$ cat config.mk
export PLATFORM = sky130hd
export DESIGN_NAME = serdes_rx_alignment_demux
export DESIGN_NICKNAME = d
export VERILOG_FILES = /design/src/serdes_rx_pkg.sv /design/src/serdes_rx_alignment_demux.sv
export VERILOG_INCLUDE_DIRS = /design/src
export SDC_FILE = /design/constraint.sdc
export NUM_CORES = 1
export LEC_CHECK = 0
export BUFFER_PORTS_ARGS = -buffer_cell sky130_fd_sc_hd__buf_2
export CAP_MARGIN = 15
export CORE_MARGIN = 1.5
export CORE_UTILIZATION = 55
export DETAILED_ROUTE_END_ITERATION = 7
export HOLD_SLACK_MARGIN = 0.12
export PLACE_DENSITY = 0.77
export SLEW_MARGIN = 20
export SYNTH_ARGS = -nofsm -noshare
export SYNTH_HDL_FRONTEND = slang
export SYNTH_SLANG_ARGS = --single-unit
export TNS_END_PERCENT = 10
$ cat constraint.sdc
create_clock -name pclk -period 3.8 [get_ports pclk]
set_input_delay 0.38 -clock pclk [delete_from_list [all_inputs] [get_ports pclk]]
set_output_delay 0.38 -clock pclk [all_outputs]
set_load 0.02 [all_outputs]
$ cat src/serdes_rx_defines.svh
`ifndef SERDES_RX_DEFINES_SVH
`define SERDES_RX_DEFINES_SVH

// ----------------------------------------
// Register byte offsets
// ----------------------------------------
`define OFS_CTRL         12'h000
`define OFS_STATUS       12'h004
`define OFS_WORD_LO      12'h008
`define OFS_WORD_HI      12'h00c

// ----------------------------------------
// Control fields
// ----------------------------------------
`define CTRL_BYTE_EN     0
`define CTRL_XAUI        1
`define CTRL_DECODE      2
`define CTRL_FORCE       3
`define CTRL_HOLD        4
`define CTRL_CKSEL_LO    5
`define CTRL_RESET       32'h0000_0004

// ----------------------------------------
// Status fields
// ----------------------------------------
`define STAT_WSYNC       0
`define STAT_LINK        1
`define STAT_COMMA       2
`define STAT_CV          3
`define STAT_CDR         4

// ----------------------------------------
// Code points
// ----------------------------------------
`define COMMA_POS        7'h7c
`define COMMA_NEG        7'h03
`define K28_5_BYTE       8'hbc
`define ALIGN_A_BYTE     8'h7c

// ----------------------------------------
// Sync thresholds
// ----------------------------------------
`define SETS_TO_SYNC     3'h3
`define BAD_TO_LOSS      3'h4

// ----------------------------------------
// Timing
// ----------------------------------------
`define CLK_NS           50
`define REF_HOLD_NS      2000
`define TRY_NS           1000
`define REF_HOLD_CYC     ((`REF_HOLD_NS + `CLK_NS - 1) / `CLK_NS)
`define TRY_CYC          (`TRY_NS / `CLK_NS)

`endif

$ cat src/serdes_rx_pkg.sv
package serdes_rx_pkg;

	typedef enum logic [1:0] {
		CDR_REF  = 2'h0,
		CDR_TRY  = 2'h1,
		CDR_DATA = 2'h3
	} cdr_state_t;

	typedef enum logic [1:0] {
		SYN_LOS  = 2'h0,
		SYN_ACQ  = 2'h1,
		SYN_OK   = 2'h3
	} sync_state_t;

	typedef struct packed {
		logic [39:0] wide_rx_word;
		logic [3:0]  special_flag_lanes;
		logic [3:0]  bit9_lanes;
		logic [3:0]  sync_event_position;
	} rx_word_t;

endpackage

$ cat src/serdes_rx_alignment_demux.sv
`timescale 1ns/10ps
`include "serdes_rx_defines.svh"

module serdes_rx_alignment_demux import serdes_rx_pkg::*; #(
	parameter int REF_HOLD_CYC = `REF_HOLD_CYC,
	parameter int TRY_CYC      = `TRY_CYC
)(
	input  wire logic        pclk,
	input  wire logic        presetn,
	input  wire logic        psel,
	input  wire logic        penable,
	input  wire logic        pwrite,
	input  wire logic [11:0] paddr,
	input  wire logic [31:0] pwdata,
	output logic      [31:0] prdata,
	output logic             pready,
	output logic             pslverr,
	input  wire logic [9:0]  rx_bits,
	input  wire logic        cdr_data_valid,
	input  wire logic [2:0]  rx_quarter_peers,
	output logic             cdr_lock_to_data,
	output logic             word_sync_flag,
	output logic [9:0]       decoded_char_bus,
	output rx_word_t         rx_word,
	output logic             rx_word_valid,
	output logic             rx_quarter_clock
);

	// ----------------------------------------
	// Functions
	// ----------------------------------------
	function automatic logic [4:0] find_comma(input logic [19:0] w);
		logic [4:0] r;
		r = 5'h00;
		for (int k = 9; k >= 0; k--) begin
			if (w[k +: 7] == `COMMA_POS || w[k +: 7] == `COMMA_NEG) begin
				r = {1'b1, 4'(k)};
			end
		end
		return r;
	endfunction

	// Returns {violation, special, byte}; disparity itself is not tracked
	function automatic logic [9:0] decode_char(input logic [9:0] c);
		logic [5:0] s;
		logic [3:0] f;
		logic [5:0] lo;
		logic [3:0] hi;
		logic       k;
		s = {c[0], c[1], c[2], c[3], c[4], c[5]};
		f = {c[6], c[7], c[8], c[9]};
		k = (s == 6'h0f) || (s == 6'h30);
		if (s == 6'h30) begin
			f = ~f;
		end
		case (s)
			6'h27, 6'h18: lo = 6'h20;
			6'h1d, 6'h22: lo = 6'h21;
			6'h2d, 6'h12: lo = 6'h22;
			6'h31: lo = 6'h23;
			6'h35, 6'h0a: lo = 6'h24;
			6'h29: lo = 6'h25;
			6'h19: lo = 6'h26;
			6'h38, 6'h07: lo = 6'h27;
			6'h39, 6'h06: lo = 6'h28;
			6'h25: lo = 6'h29;
			6'h15: lo = 6'h2a;
			6'h34: lo = 6'h2b;
			6'h0d: lo = 6'h2c;
			6'h2c: lo = 6'h2d;
			6'h1c: lo = 6'h2e;
			6'h17, 6'h28: lo = 6'h2f;
			6'h1b, 6'h24: lo = 6'h30;
			6'h23: lo = 6'h31;
			6'h13: lo = 6'h32;
			6'h32: lo = 6'h33;
			6'h0b: lo = 6'h34;
			6'h2a: lo = 6'h35;
			6'h1a: lo = 6'h36;
			6'h3a, 6'h05: lo = 6'h37;
			6'h33, 6'h0c: lo = 6'h38;
			6'h26: lo = 6'h39;
			6'h16: lo = 6'h3a;
			6'h36, 6'h09: lo = 6'h3b;
			6'h0e, 6'h0f, 6'h30: lo = 6'h3c;
			6'h2e, 6'h11: lo = 6'h3d;
			6'h1e, 6'h21: lo = 6'h3e;
			6'h2b, 6'h14: lo = 6'h3f;
			default: lo = 6'h00;
		endcase
		case (f)
			4'hb, 4'h4: hi = 4'h8;
			4'h9: hi = 4'h9;
			4'h5: hi = 4'ha;
			4'hc, 4'h3: hi = 4'hb;
			4'hd, 4'h2: hi = 4'hc;
			4'ha: hi = 4'hd;
			4'h6: hi = 4'he;
			4'he, 4'h1, 4'h7, 4'h8: hi = 4'hf;
			default: hi = 4'h0;
		endcase
		if ((f == 4'h7 || f == 4'h8) && (lo == 6'h37 || lo == 6'h3b || lo == 6'h3d
				|| lo == 6'h3e)) begin
			k = 1'b1;
		end
		return {~(lo[5] & hi[3]), k, hi[2:0], lo[4:0]};
	endfunction

	// ----------------------------------------
	// Register bus
	// ----------------------------------------
	logic [31:0] ctrl_r;
	logic        comma_seen_r;
	logic        cv_seen_r;
	logic        setup;
	logic        wr_acc;
	logic        mapped;
	logic        synced;
	cdr_state_t  cdr_st_r;

	assign setup  = psel && !penable;
	assign wr_acc = psel && penable && pwrite && pready;
	assign mapped = paddr == `OFS_CTRL || paddr == `OFS_STATUS || paddr == `OFS_WORD_LO
		|| paddr == `OFS_WORD_HI;

	// Answer one cycle after setup keeps prdata straight from a flop
	always_ff @(posedge pclk or negedge presetn) begin
		if (!presetn) begin
			pready  <= 1'b0;
			pslverr <= 1'b0;
			prdata  <= 32'h0000_0000;
		end else begin
			pready  <= setup;
			pslverr <= setup && !mapped;
			if (setup && !pwrite) begin
				case (paddr)
					`OFS_CTRL:    prdata <= ctrl_r;
					`OFS_STATUS:  prdata <= {27'h0000000, cdr_st_r == CDR_DATA, cv_seen_r,
						comma_seen_r, synced, synced};
					`OFS_WORD_LO: prdata <= rx_word.wide_rx_word[31:0];
					`OFS_WORD_HI: prdata <= {12'h000, rx_word.sync_event_position,
						rx_word.bit9_lanes, rx_word.special_flag_lanes,
						rx_word.wide_rx_word[39:32]};
					default:      prdata <= 32'h0000_0000;
				endcase
			end
		end
	end

	always_ff @(posedge pclk or negedge presetn) begin
		if (!presetn) begin
			ctrl_r <= `CTRL_RESET;
		end else if (wr_acc && paddr == `OFS_CTRL) begin
			ctrl_r <= {25'h0000000, pwdata[6:0]};
		end
	end

	logic       byte_align_enable;
	logic       lane_protocol_select;
	logic       decode_enable;
	logic       force_realign;
	logic       hold_boundary;
	logic [1:0] rx_clock_source_select;

	assign byte_align_enable      = ctrl_r[`CTRL_BYTE_EN];
	assign lane_protocol_select   = ctrl_r[`CTRL_XAUI];
	assign decode_enable          = ctrl_r[`CTRL_DECODE];
	assign force_realign          = ctrl_r[`CTRL_FORCE];
	assign hold_boundary          = ctrl_r[`CTRL_HOLD];
	assign rx_clock_source_select = ctrl_r[`CTRL_CKSEL_LO +: 2];

	// ----------------------------------------
	// Clock recovery fallback
	// ----------------------------------------
	logic [31:0] cdr_tmr_r;
	logic        locked;

	assign locked = cdr_st_r == CDR_DATA;

	always_ff @(posedge pclk or negedge presetn) begin
		if (!presetn) begin
			cdr_st_r  <= CDR_REF;
			cdr_tmr_r <= 32'h0000_0000;
		end else begin
			cdr_tmr_r <= cdr_tmr_r + 32'h0000_0001;
			case (cdr_st_r)
				CDR_REF: if (cdr_tmr_r >= 32'(REF_HOLD_CYC - 1)) begin
					cdr_st_r  <= CDR_TRY;
					cdr_tmr_r <= 32'h0000_0000;
				end
				CDR_TRY: if (cdr_data_valid) begin
					cdr_st_r <= CDR_DATA;
				end else if (cdr_tmr_r >= 32'(TRY_CYC - 1)) begin
					cdr_st_r  <= CDR_REF;
					cdr_tmr_r <= 32'h0000_0000;
				end
				CDR_DATA: if (!cdr_data_valid) begin
					cdr_st_r  <= CDR_REF;
					cdr_tmr_r <= 32'h0000_0000;
				end
				default: cdr_st_r <= CDR_REF;
			endcase
		end
	end

	// ----------------------------------------
	// Byte aligner
	// ----------------------------------------
	logic [9:0]  prev_r;
	logic [3:0]  offset_r;
	logic        pending_r;
	logic        en_d_r;
	logic [9:0]  char_r;
	logic [4:0]  hit;
	logic        armed;
	logic        do_align;
	logic [19:0] window;

	assign window   = {rx_bits, prev_r};
	assign hit      = find_comma(window);
	assign armed    = byte_align_enable || pending_r;
	assign do_align = locked && hit[4] && armed;

	always_ff @(posedge pclk or negedge presetn) begin
		if (!presetn) begin
			prev_r    <= 10'h000;
			offset_r  <= 4'h0;
			pending_r <= 1'b0;
			en_d_r    <= 1'b0;
			char_r    <= 10'h000;
		end else begin
			prev_r <= rx_bits;
			en_d_r <= byte_align_enable;
			if (do_align) begin
				offset_r <= hit[3:0];
				char_r   <= window[hit[3:0] +: 10];
				pending_r <= 1'b0;
			end else begin
				char_r <= window[offset_r +: 10];
				if (byte_align_enable && !en_d_r) begin
					pending_r <= 1'b1;
				end
			end
		end
	end

	// ----------------------------------------
	// Decode and link sync
	// ----------------------------------------
	logic [9:0]  dec;
	logic        is_comma;
	logic        comma_ok;
	logic        cv;
	logic        evt;
	sync_state_t syn_st_r;
	logic [2:0]  cnt_r;
	logic [2:0]  bad_r;
	logic        good_r;

	assign dec      = decode_char(char_r);
	assign cv       = dec[9];
	assign is_comma = char_r[6:0] == `COMMA_POS || char_r[6:0] == `COMMA_NEG;
	assign comma_ok = is_comma && !cv && (lane_protocol_select
		|| dec[7:0] == `K28_5_BYTE);
	assign synced   = syn_st_r == SYN_OK;
	// XAUI aligns on /A/, which needs decoded characters
	assign evt      = lane_protocol_select ? (decode_enable && dec[8]
		&& dec[7:0] == `ALIGN_A_BYTE) : is_comma;

	always_ff @(posedge pclk or negedge presetn) begin
		if (!presetn) begin
			syn_st_r <= SYN_LOS;
			cnt_r    <= 3'h0;
			bad_r    <= 3'h0;
			good_r   <= 1'b0;
		end else if (!locked) begin
			syn_st_r <= SYN_LOS;
			cnt_r    <= 3'h0;
		end else begin
			case (syn_st_r)
				SYN_LOS: if (comma_ok) begin
					syn_st_r <= SYN_ACQ;
					cnt_r    <= 3'h1;
				end
				SYN_ACQ: if (cv) begin
					syn_st_r <= SYN_LOS;
					cnt_r    <= 3'h0;
				end else if (comma_ok) begin
					cnt_r <= cnt_r + 3'h1;
					if (cnt_r + 3'h1 == `SETS_TO_SYNC) begin
						syn_st_r <= SYN_OK;
						bad_r    <= 3'h0;
						good_r   <= 1'b0;
					end
				end
				SYN_OK: if (cv) begin
					good_r <= 1'b0;
					bad_r  <= bad_r + 3'h1;
					if (bad_r + 3'h1 == `BAD_TO_LOSS) begin
						syn_st_r <= SYN_LOS;
						cnt_r    <= 3'h0;
					end
				end else if (good_r && bad_r != 3'h0) begin
					bad_r  <= bad_r - 3'h1;
					good_r <= 1'b0;
				end else begin
					good_r <= bad_r != 3'h0;
				end
				default: syn_st_r <= SYN_LOS;
			endcase
		end
	end

	// ----------------------------------------
	// Character output and sticky status
	// ----------------------------------------
	logic evt_r;
	logic synced_d_r;

	always_ff @(posedge pclk or negedge presetn) begin
		if (!presetn) begin
			decoded_char_bus <= 10'h000;
			evt_r            <= 1'b0;
			word_sync_flag   <= 1'b0;
			synced_d_r       <= 1'b0;
			cdr_lock_to_data <= 1'b0;
		end else begin
			decoded_char_bus <= decode_enable ? dec : char_r;
			evt_r            <= evt;
			word_sync_flag   <= synced;
			synced_d_r       <= word_sync_flag;
			cdr_lock_to_data <= locked;
		end
	end

	// Hardware set wins over a same-cycle write-one clear
	always_ff @(posedge pclk or negedge presetn) begin
		if (!presetn) begin
			comma_seen_r <= 1'b0;
			cv_seen_r    <= 1'b0;
		end else begin
			comma_seen_r <= (locked && is_comma) || (comma_seen_r
				&& !(wr_acc && paddr == `OFS_STATUS && pwdata[`STAT_COMMA]));
			cv_seen_r    <= (locked && cv && decode_enable) || (cv_seen_r
				&& !(wr_acc && paddr == `OFS_STATUS && pwdata[`STAT_CV]));
		end
	end

	// ----------------------------------------
	// 1:4 demultiplexer
	// ----------------------------------------
	logic [9:0] lane_r [3];
	logic [1:0] slot_r;
	logic [3:0] pos_r;
	logic       search_r;
	logic       force_d_r;
	logic       align_now;
	logic [1:0] slot_use;
	logic [3:0] pos_nxt;

	assign align_now = search_r && word_sync_flag && !hold_boundary && evt_r;
	assign slot_use  = align_now ? 2'h0 : slot_r;
	assign pos_nxt   = (slot_use == 2'h0 ? 4'h0 : pos_r)
		| ((evt_r && word_sync_flag) ? 4'h8 >> slot_use : 4'h0);

	always_ff @(posedge pclk or negedge presetn) begin
		if (!presetn) begin
			search_r  <= 1'b1;
			force_d_r <= 1'b0;
		end else begin
			force_d_r <= force_realign;
			if (!synced_d_r || (force_realign && !force_d_r)) begin
				search_r <= 1'b1;
			end else if (align_now) begin
				search_r <= 1'b0;
			end
		end
	end

	always_ff @(posedge pclk or negedge presetn) begin
		if (!presetn) begin
			slot_r        <= 2'h0;
			pos_r         <= 4'h0;
			lane_r        <= '{default: 10'h000};
			rx_word       <= '0;
			rx_word_valid <= 1'b0;
		end else begin
			slot_r        <= slot_use + 2'h1;
			pos_r         <= pos_nxt;
			rx_word_valid <= slot_use == 2'h3;
			if (slot_use != 2'h3) begin
				lane_r[slot_use] <= decoded_char_bus;
			end else begin
				rx_word.wide_rx_word <= {lane_r[0], lane_r[1], lane_r[2],
					decoded_char_bus};
				rx_word.special_flag_lanes <= {lane_r[0][8], lane_r[1][8], lane_r[2][8],
					decoded_char_bus[8]};
				rx_word.bit9_lanes <= {lane_r[0][9], lane_r[1][9], lane_r[2][9],
					decoded_char_bus[9]};
				rx_word.sync_event_position <= word_sync_flag ? pos_nxt : 4'h0;
			end
		end
	end

	// Own source divides the character rate by four
	always_ff @(posedge pclk or negedge presetn) begin
		if (!presetn) begin
			rx_quarter_clock <= 1'b0;
		end else begin
			case (rx_clock_source_select)
				2'h0:    rx_quarter_clock <= ~slot_r[1];
				2'h1:    rx_quarter_clock <= rx_quarter_peers[0];
				2'h2:    rx_quarter_clock <= rx_quarter_peers[1];
				default: rx_quarter_clock <= rx_quarter_peers[2];
			endcase
		end
	end
endmodule

### Yosys cells after proc, flatten, opt, wreduce, memory -nomap -nowiden

Memories as Yosys holds them, arrays and structs flattened.
Index checks and enable logic that the tools add are counted.

* add/subtract/negate cells: 5
* magnitude comparators: 4
* equality and inequality tests: 58
* shift operators: 3
* mux-type cells: 65
* bitwise operators: 6
* reduce and logical (&&, ||, !) cells: 77

Operator list (number)
* $mux 32: 4
* $pmux 32 s4: 1
* $pmux 32 s3: 1
* $eq 7x2->1 const B: 11
* $eq 7x7->1 const B: 11
* $mux 5: 10
* $shiftx 20x5->10: 2
* $mux 3: 11
* $add 32x1->32 const B: 1
* $ge 32x5->1 const B: 1
* $ge 32x6->1 const B: 1
* $bwmux 30: 1
* $eq 6x6->1 const B: 5
* $logic_and 1x1->1: 30
* $mux 10: 3
* $eq 12x4->1 const B: 2
* $logic_or 1x1->1: 24
* $mux 2: 12
* $demux 10 s2: 1
* $mux 4: 4
* $reduce_and 5->1: 3
* $eq 12x3->1 const B: 1
* $logic_not 12->1: 1
* $ne 2x2->1 const B: 6
* other kinds (36): 71

* register bits: 218
* memory bits (read-only): 448
* output and inout port bits: 100
* word-level logic and storage cells: 255
* memories kept: 2

Memories
* (name not given): words 64, width 6, read ports 1, clocked after memory_dff 0, wr ports 0, RTL line serdes_rx_alignment_demux.sv:56 `case (s)`
* (name not given): words 16, width 4, read ports 1, clocked after memory_dff 0, wr ports 0, RTL line serdes_rx_alignment_demux.sv:91 `case (f)`

### Logic depth before layout (Yosys ltp)

* depth after elaboration: 15
* gate-level depth with buffers: 13

### Least setup slack after synthesis

OpenSTA, ideal clock, no wires.

* path kind: register -> register
* from: register char_r[5]
* to: register good_r
* arrival time: 2.860 ns
* data required time: 3.673 ns
* slack: 0.813 ns
* stages on the path, launching flop included: 12
* period minus slack after synthesis: 2.987 ns
* path through: dfrtp_1 > inv_1 > ha_1 > nor2b_1 > a2111o_1 > o211ai_2 > o211ai_1 > nor4b_2 > a31oi_2 > o21bai_2 > and2_1 > mux2_1

* longest elaborated chain between the ends: 8

RTL lines
* start: declaration: RTL line serdes_rx_alignment_demux.sv:213 `logic [9:0] char_r;`
* start signal: assignment: RTL line serdes_rx_alignment_demux.sv:236 `char_r <= window[hit[3:0] +: 10];`
* start signal: assignment: RTL line serdes_rx_alignment_demux.sv:239 `char_r <= window[offset_r +: 10];`
* $eq 6x6->1: RTL line serdes_rx_alignment_demux.sv:53 `if (s == 6'h30) begin`
* $mux 4: RTL line serdes_rx_alignment_demux.sv:53
* $mem_v2 16x4
* $eq 8x8->1 (no source line) or $and 1x1->1 (tied branches)
* $logic_or 1x1->1 (no source line) or $logic_and 1x1->1 (tied branches)
* $logic_and 1x1->1: RTL line serdes_rx_alignment_demux.sv:263 `assign comma_ok = is_comma && !cv && (lane_protocol_select`
* $ne 2x2->1 (no source line)
* $reduce_and 5->1 (no source line)
* end signal: assignment: RTL line serdes_rx_alignment_demux.sv:275 `good_r <= 1'b0;`
* end signal: assignment: RTL line serdes_rx_alignment_demux.sv:293 `good_r <= 1'b0;`
* end signal: assignment: RTL line serdes_rx_alignment_demux.sv:297 `good_r <= 1'b0;`
* end: declaration: RTL line serdes_rx_alignment_demux.sv:258 `logic good_r;`

Parallel ways exist; a longest one is shown, timed or not.
A chain may end at the register's enable or synchronous reset.

### Worst setup path in the final report

Ends and elaborated chain as after synthesis.

==> metrics.yaml <==
status:
  status: "completed"
synthesis:
  yosys.area_share.xor_xnor: 0.0258
  async_flop_share: 1.00
  avgSynthCellArea_sq_um: 10.5
  synth_cell_types: 81
  synth_compound_gate_area_share: 0.111
  synth_top_family_by_area: "multiplexers"
  yosysWarnings: 0
  syn_inst: 1034
  synth_area_sq_um: 10800
  synth_edf_count: 0
  synth_nets: 1116
  synth-main-ff-cell: "dfrtp_1"
  synthAdderAreaFrac: 0.0238
  yosys.area_share.simple: 0.154
  yosysSeqAreaShare: 0.485
  synth-seq-cells: 210
  synth_mux_area_frac: 0.155
critical_path:
  critical_path.max_fanout: 9
  crit_buf_inv: 1
  r2r_end: "good_r"
  ff2ff_setup_slack_ps: 330
  critPathArrivalTime_ps: 3850
  r2r_start: "char_r[5]"
  max_stage_delay_ps: 470
  start_kind: "flip-flop"
  crit_chain: "inv_1 > ha_1 > nor2b_1 > a2111o_1 > o211ai_2 > o211ai_1 > nor4b_2 > a31oi_2 > o21bai_2 > and2_1 > mux2_1"
  cp.depth: 11
  startpoint: "char_r[5]"
  endpoint: "good_r"
  slowest_stage: "dfrtp_2"
  reg2reg_depth: 11
  required_ps: 4180
  critical_path_class: "reg2reg"
  critPathTopFamily: "compound AO/OA/AOI/OAI gates"
  worst_setup_path_end_kind: "flip-flop"
grt:
  grt_max_degree: 106
  grt_util_all_layers: 0.254
  gr-total-overflow: 0
  antenna_found_initial: 0
  grt_pass1_wl_mm: 41.8
  grt_pass1_vias: 8126
placement:
  io_buffers: 137
  place_hpwl_mm: 17.7
  place_ws_ps: 287
  dpl_cell_area_sq_um: 11700
  dp.cells: 1386
  gp_congestion: 0.907
die:
  io_pins: 163
  core.rowCount: 51
  dieArea_sq_um: 20600
  die_w_um: 143
  dieHeight_um: 143
  initial_core_util: 0.559
  coreArea_sq_um: 19400
sta:
  final.setup_skew_ps: 9.04
  finalSetupTns_ps: 0
  rsz0062_at_grt: "false"
  hold_violations: 0
  setup_viol: 0
  finalCritPeriodShare: 0.912
  max_freq_mhz: 288
  drv_slew: 0
  relSlewSlack: 0.426
  period_minus_slack_ps: 3470
  worst_slack_ps: 333
  tightest_slew_ps: 861
routing:
  routed_via_density: 5.88
  routedWlPerCell_um: 18.0
  totalWireLength_mm: 25.9
  drcViolationCount: 0
  dr.pass1.iters: 5
  drtIter0Drc: 618
  ant_nets: 0
  dr_total_vias: 8465
flow_run:
  cap_violations: 0
finish:
  drive_above_1_share: 0.258
  fin_area_sq_um: 12600
  most-common-layout-cells: "dfrtp_1, buf_2, nand2_1"
  final_common_cell: "dfrtp_1"
  antenna_cells: 0
  stdcell_count: 1439
  syn_to_final_growth_pct: 16.5
  fin_nets: 1241
power_and_ir_drop:
  total_power_mw: 5.38
  power_density_nw_per_um2: 426
  ir_drop_v: 0.000230
  cellLeakagePower_nw: 5.83
clocking:
  clockBufferDepth: 3
  clock_latency_ps: 500
  clockRootBuffer: "clkbuf_16"
  cts_buffers: 23
  htreeDepth: 1
  cts.clk_slew.worst_paths_ps: 60
  cts.sinks: 210
  cts_setup_buffers: 0
  cts_tree: "done"
worst_hold_path:
  hold_class: "in2reg"
  hold_depth: 2
[per-layer routing]
layer / GRT usage / wire, um / vias up
met3: 0.0330 / 1650 / 34
met5: 0 / 0 / -
met2: 0.439 / 12900 / 310
met1: 0.334 / 10800 / 4172
met4: 0.0747 / 540 / 0
li1: - / - / 3949
[power by group]
group          total (mW)  leakage (nW)  switching (mW)  internal (mW)
sequential           2.44          2.66           0.117           2.32
clock                2.37         0.389           0.887           1.48
combinational       0.574          2.78           0.363          0.210
total                5.38          5.83            1.37           4.01
[worst min-delay path by stage]
stage                         from     endpoint  slack, ps
finish                   pwdata[1]    ctrl_r[1]        130
global route             pwdata[1]    ctrl_r[1]        130
CTS                 cdr_data_valid  cdr_st_r[1]        120
detailed placement      synced_d_r     search_r        380
global placement        synced_d_r     search_r        380
floorplan                  presetn     bad_r[0]         80
[logic make-up (layout without fill, tap and decap cells)]
kind of cell	Yosys count	in the layout
XOR/XNOR	32	32
adder cells (fa/ha/maj)	21	21
flip-flops	210	210
AO/OA/AOI/OAI	176	176
multiplexers	149	149
buffers and inverters	109	249
AND/OR/NAND/NOR	337	337
[per-stage QoR]
stage | utilization | hold slack (ps)
after global routing | 0.651 | 135
after CTS | 0.651 | 122
final | 0.651 | 134
after detailed placement | 0.603 | 384
after global placement | 0.603 | 380
after floorplan | - | 84.4
[cell type report]
| class | count | area (sq um) |
|---|---|---|
| repair buffers | 170 | 975 |
| clock inverters | 8 | 149 |
| inverters | 39 | 159 |
| clock buffers | 32 | 659 |
| well taps | 265 | 332 |
| fillers | 1524 | 6770 |
| flip-flops and latches | 210 | 5260 |
| multi-input cells | 715 | 5100 |
[worst reg2reg max path: cells and delay by family (launching register included)]
family | cells | cell delay, ps
muxes | 1 | 320
adders and majority gates | 1 | 380
DFF | 1 | 470
AOI/OAI and AO/OA | 5 | 1260
buffers and inverters | 1 | 150
and+or+nand+nor | 3 | 760
[state kept, by name (all words and copies together) (netlist names), 2 cells and up]
| register | cells |
|---|---|
| cdr_st_r | 2 |
| cnt_r | 3 |
| bad_r | 3 |
| rx_word | 44 |
| syn_st_r | 2 |
| char_r | 10 |
| cdr_tmr_r | 32 |
| offset_r | 4 |
| ctrl_r | 7 |
| slot_r | 2 |
| prev_r | 10 |
| pos_r | 4 |
| lane_r | 30 |
| decoded_char_bus | 10 |
| prdata | 32 |
[cells in the mapped netlist (10+ instances only)]
cell type	instances	share of area
nor3_1	12	0.0055
ha_1	19	0.022
and3_1	11	0.0063
mux2i_1	60	0.055
xnor2_1	12	0.0097
mux2_2	80	0.083
a211oi_1	13	0.0090
a21oi_1	27	0.012
dfrtp_1	208	0.48
a22o_1	12	0.0097
nor4_1	17	0.0098
a31oi_1	15	0.0087
nand4_1	12	0.0069
nand2b_1	19	0.011
clkbuf_1	39	0.013
inv_1	34	0.012
buf_2	12	0.0055
xor2_1	20	0.016
nor2_1	78	0.027
nand3_1	49	0.023
nand2_1	92	0.032
buf_4	10	0.0069
o21ai_0	45	0.021
[repair_timing]
item | 4_1_cts | 5_1_grt
hold endpoints to repair | 111 | 0
resized for setup | 0 | 1
endpoints found under the setup margin | 0 | 1
hold buffers | 13 | 0
Power figures use the tool's default switching activity.
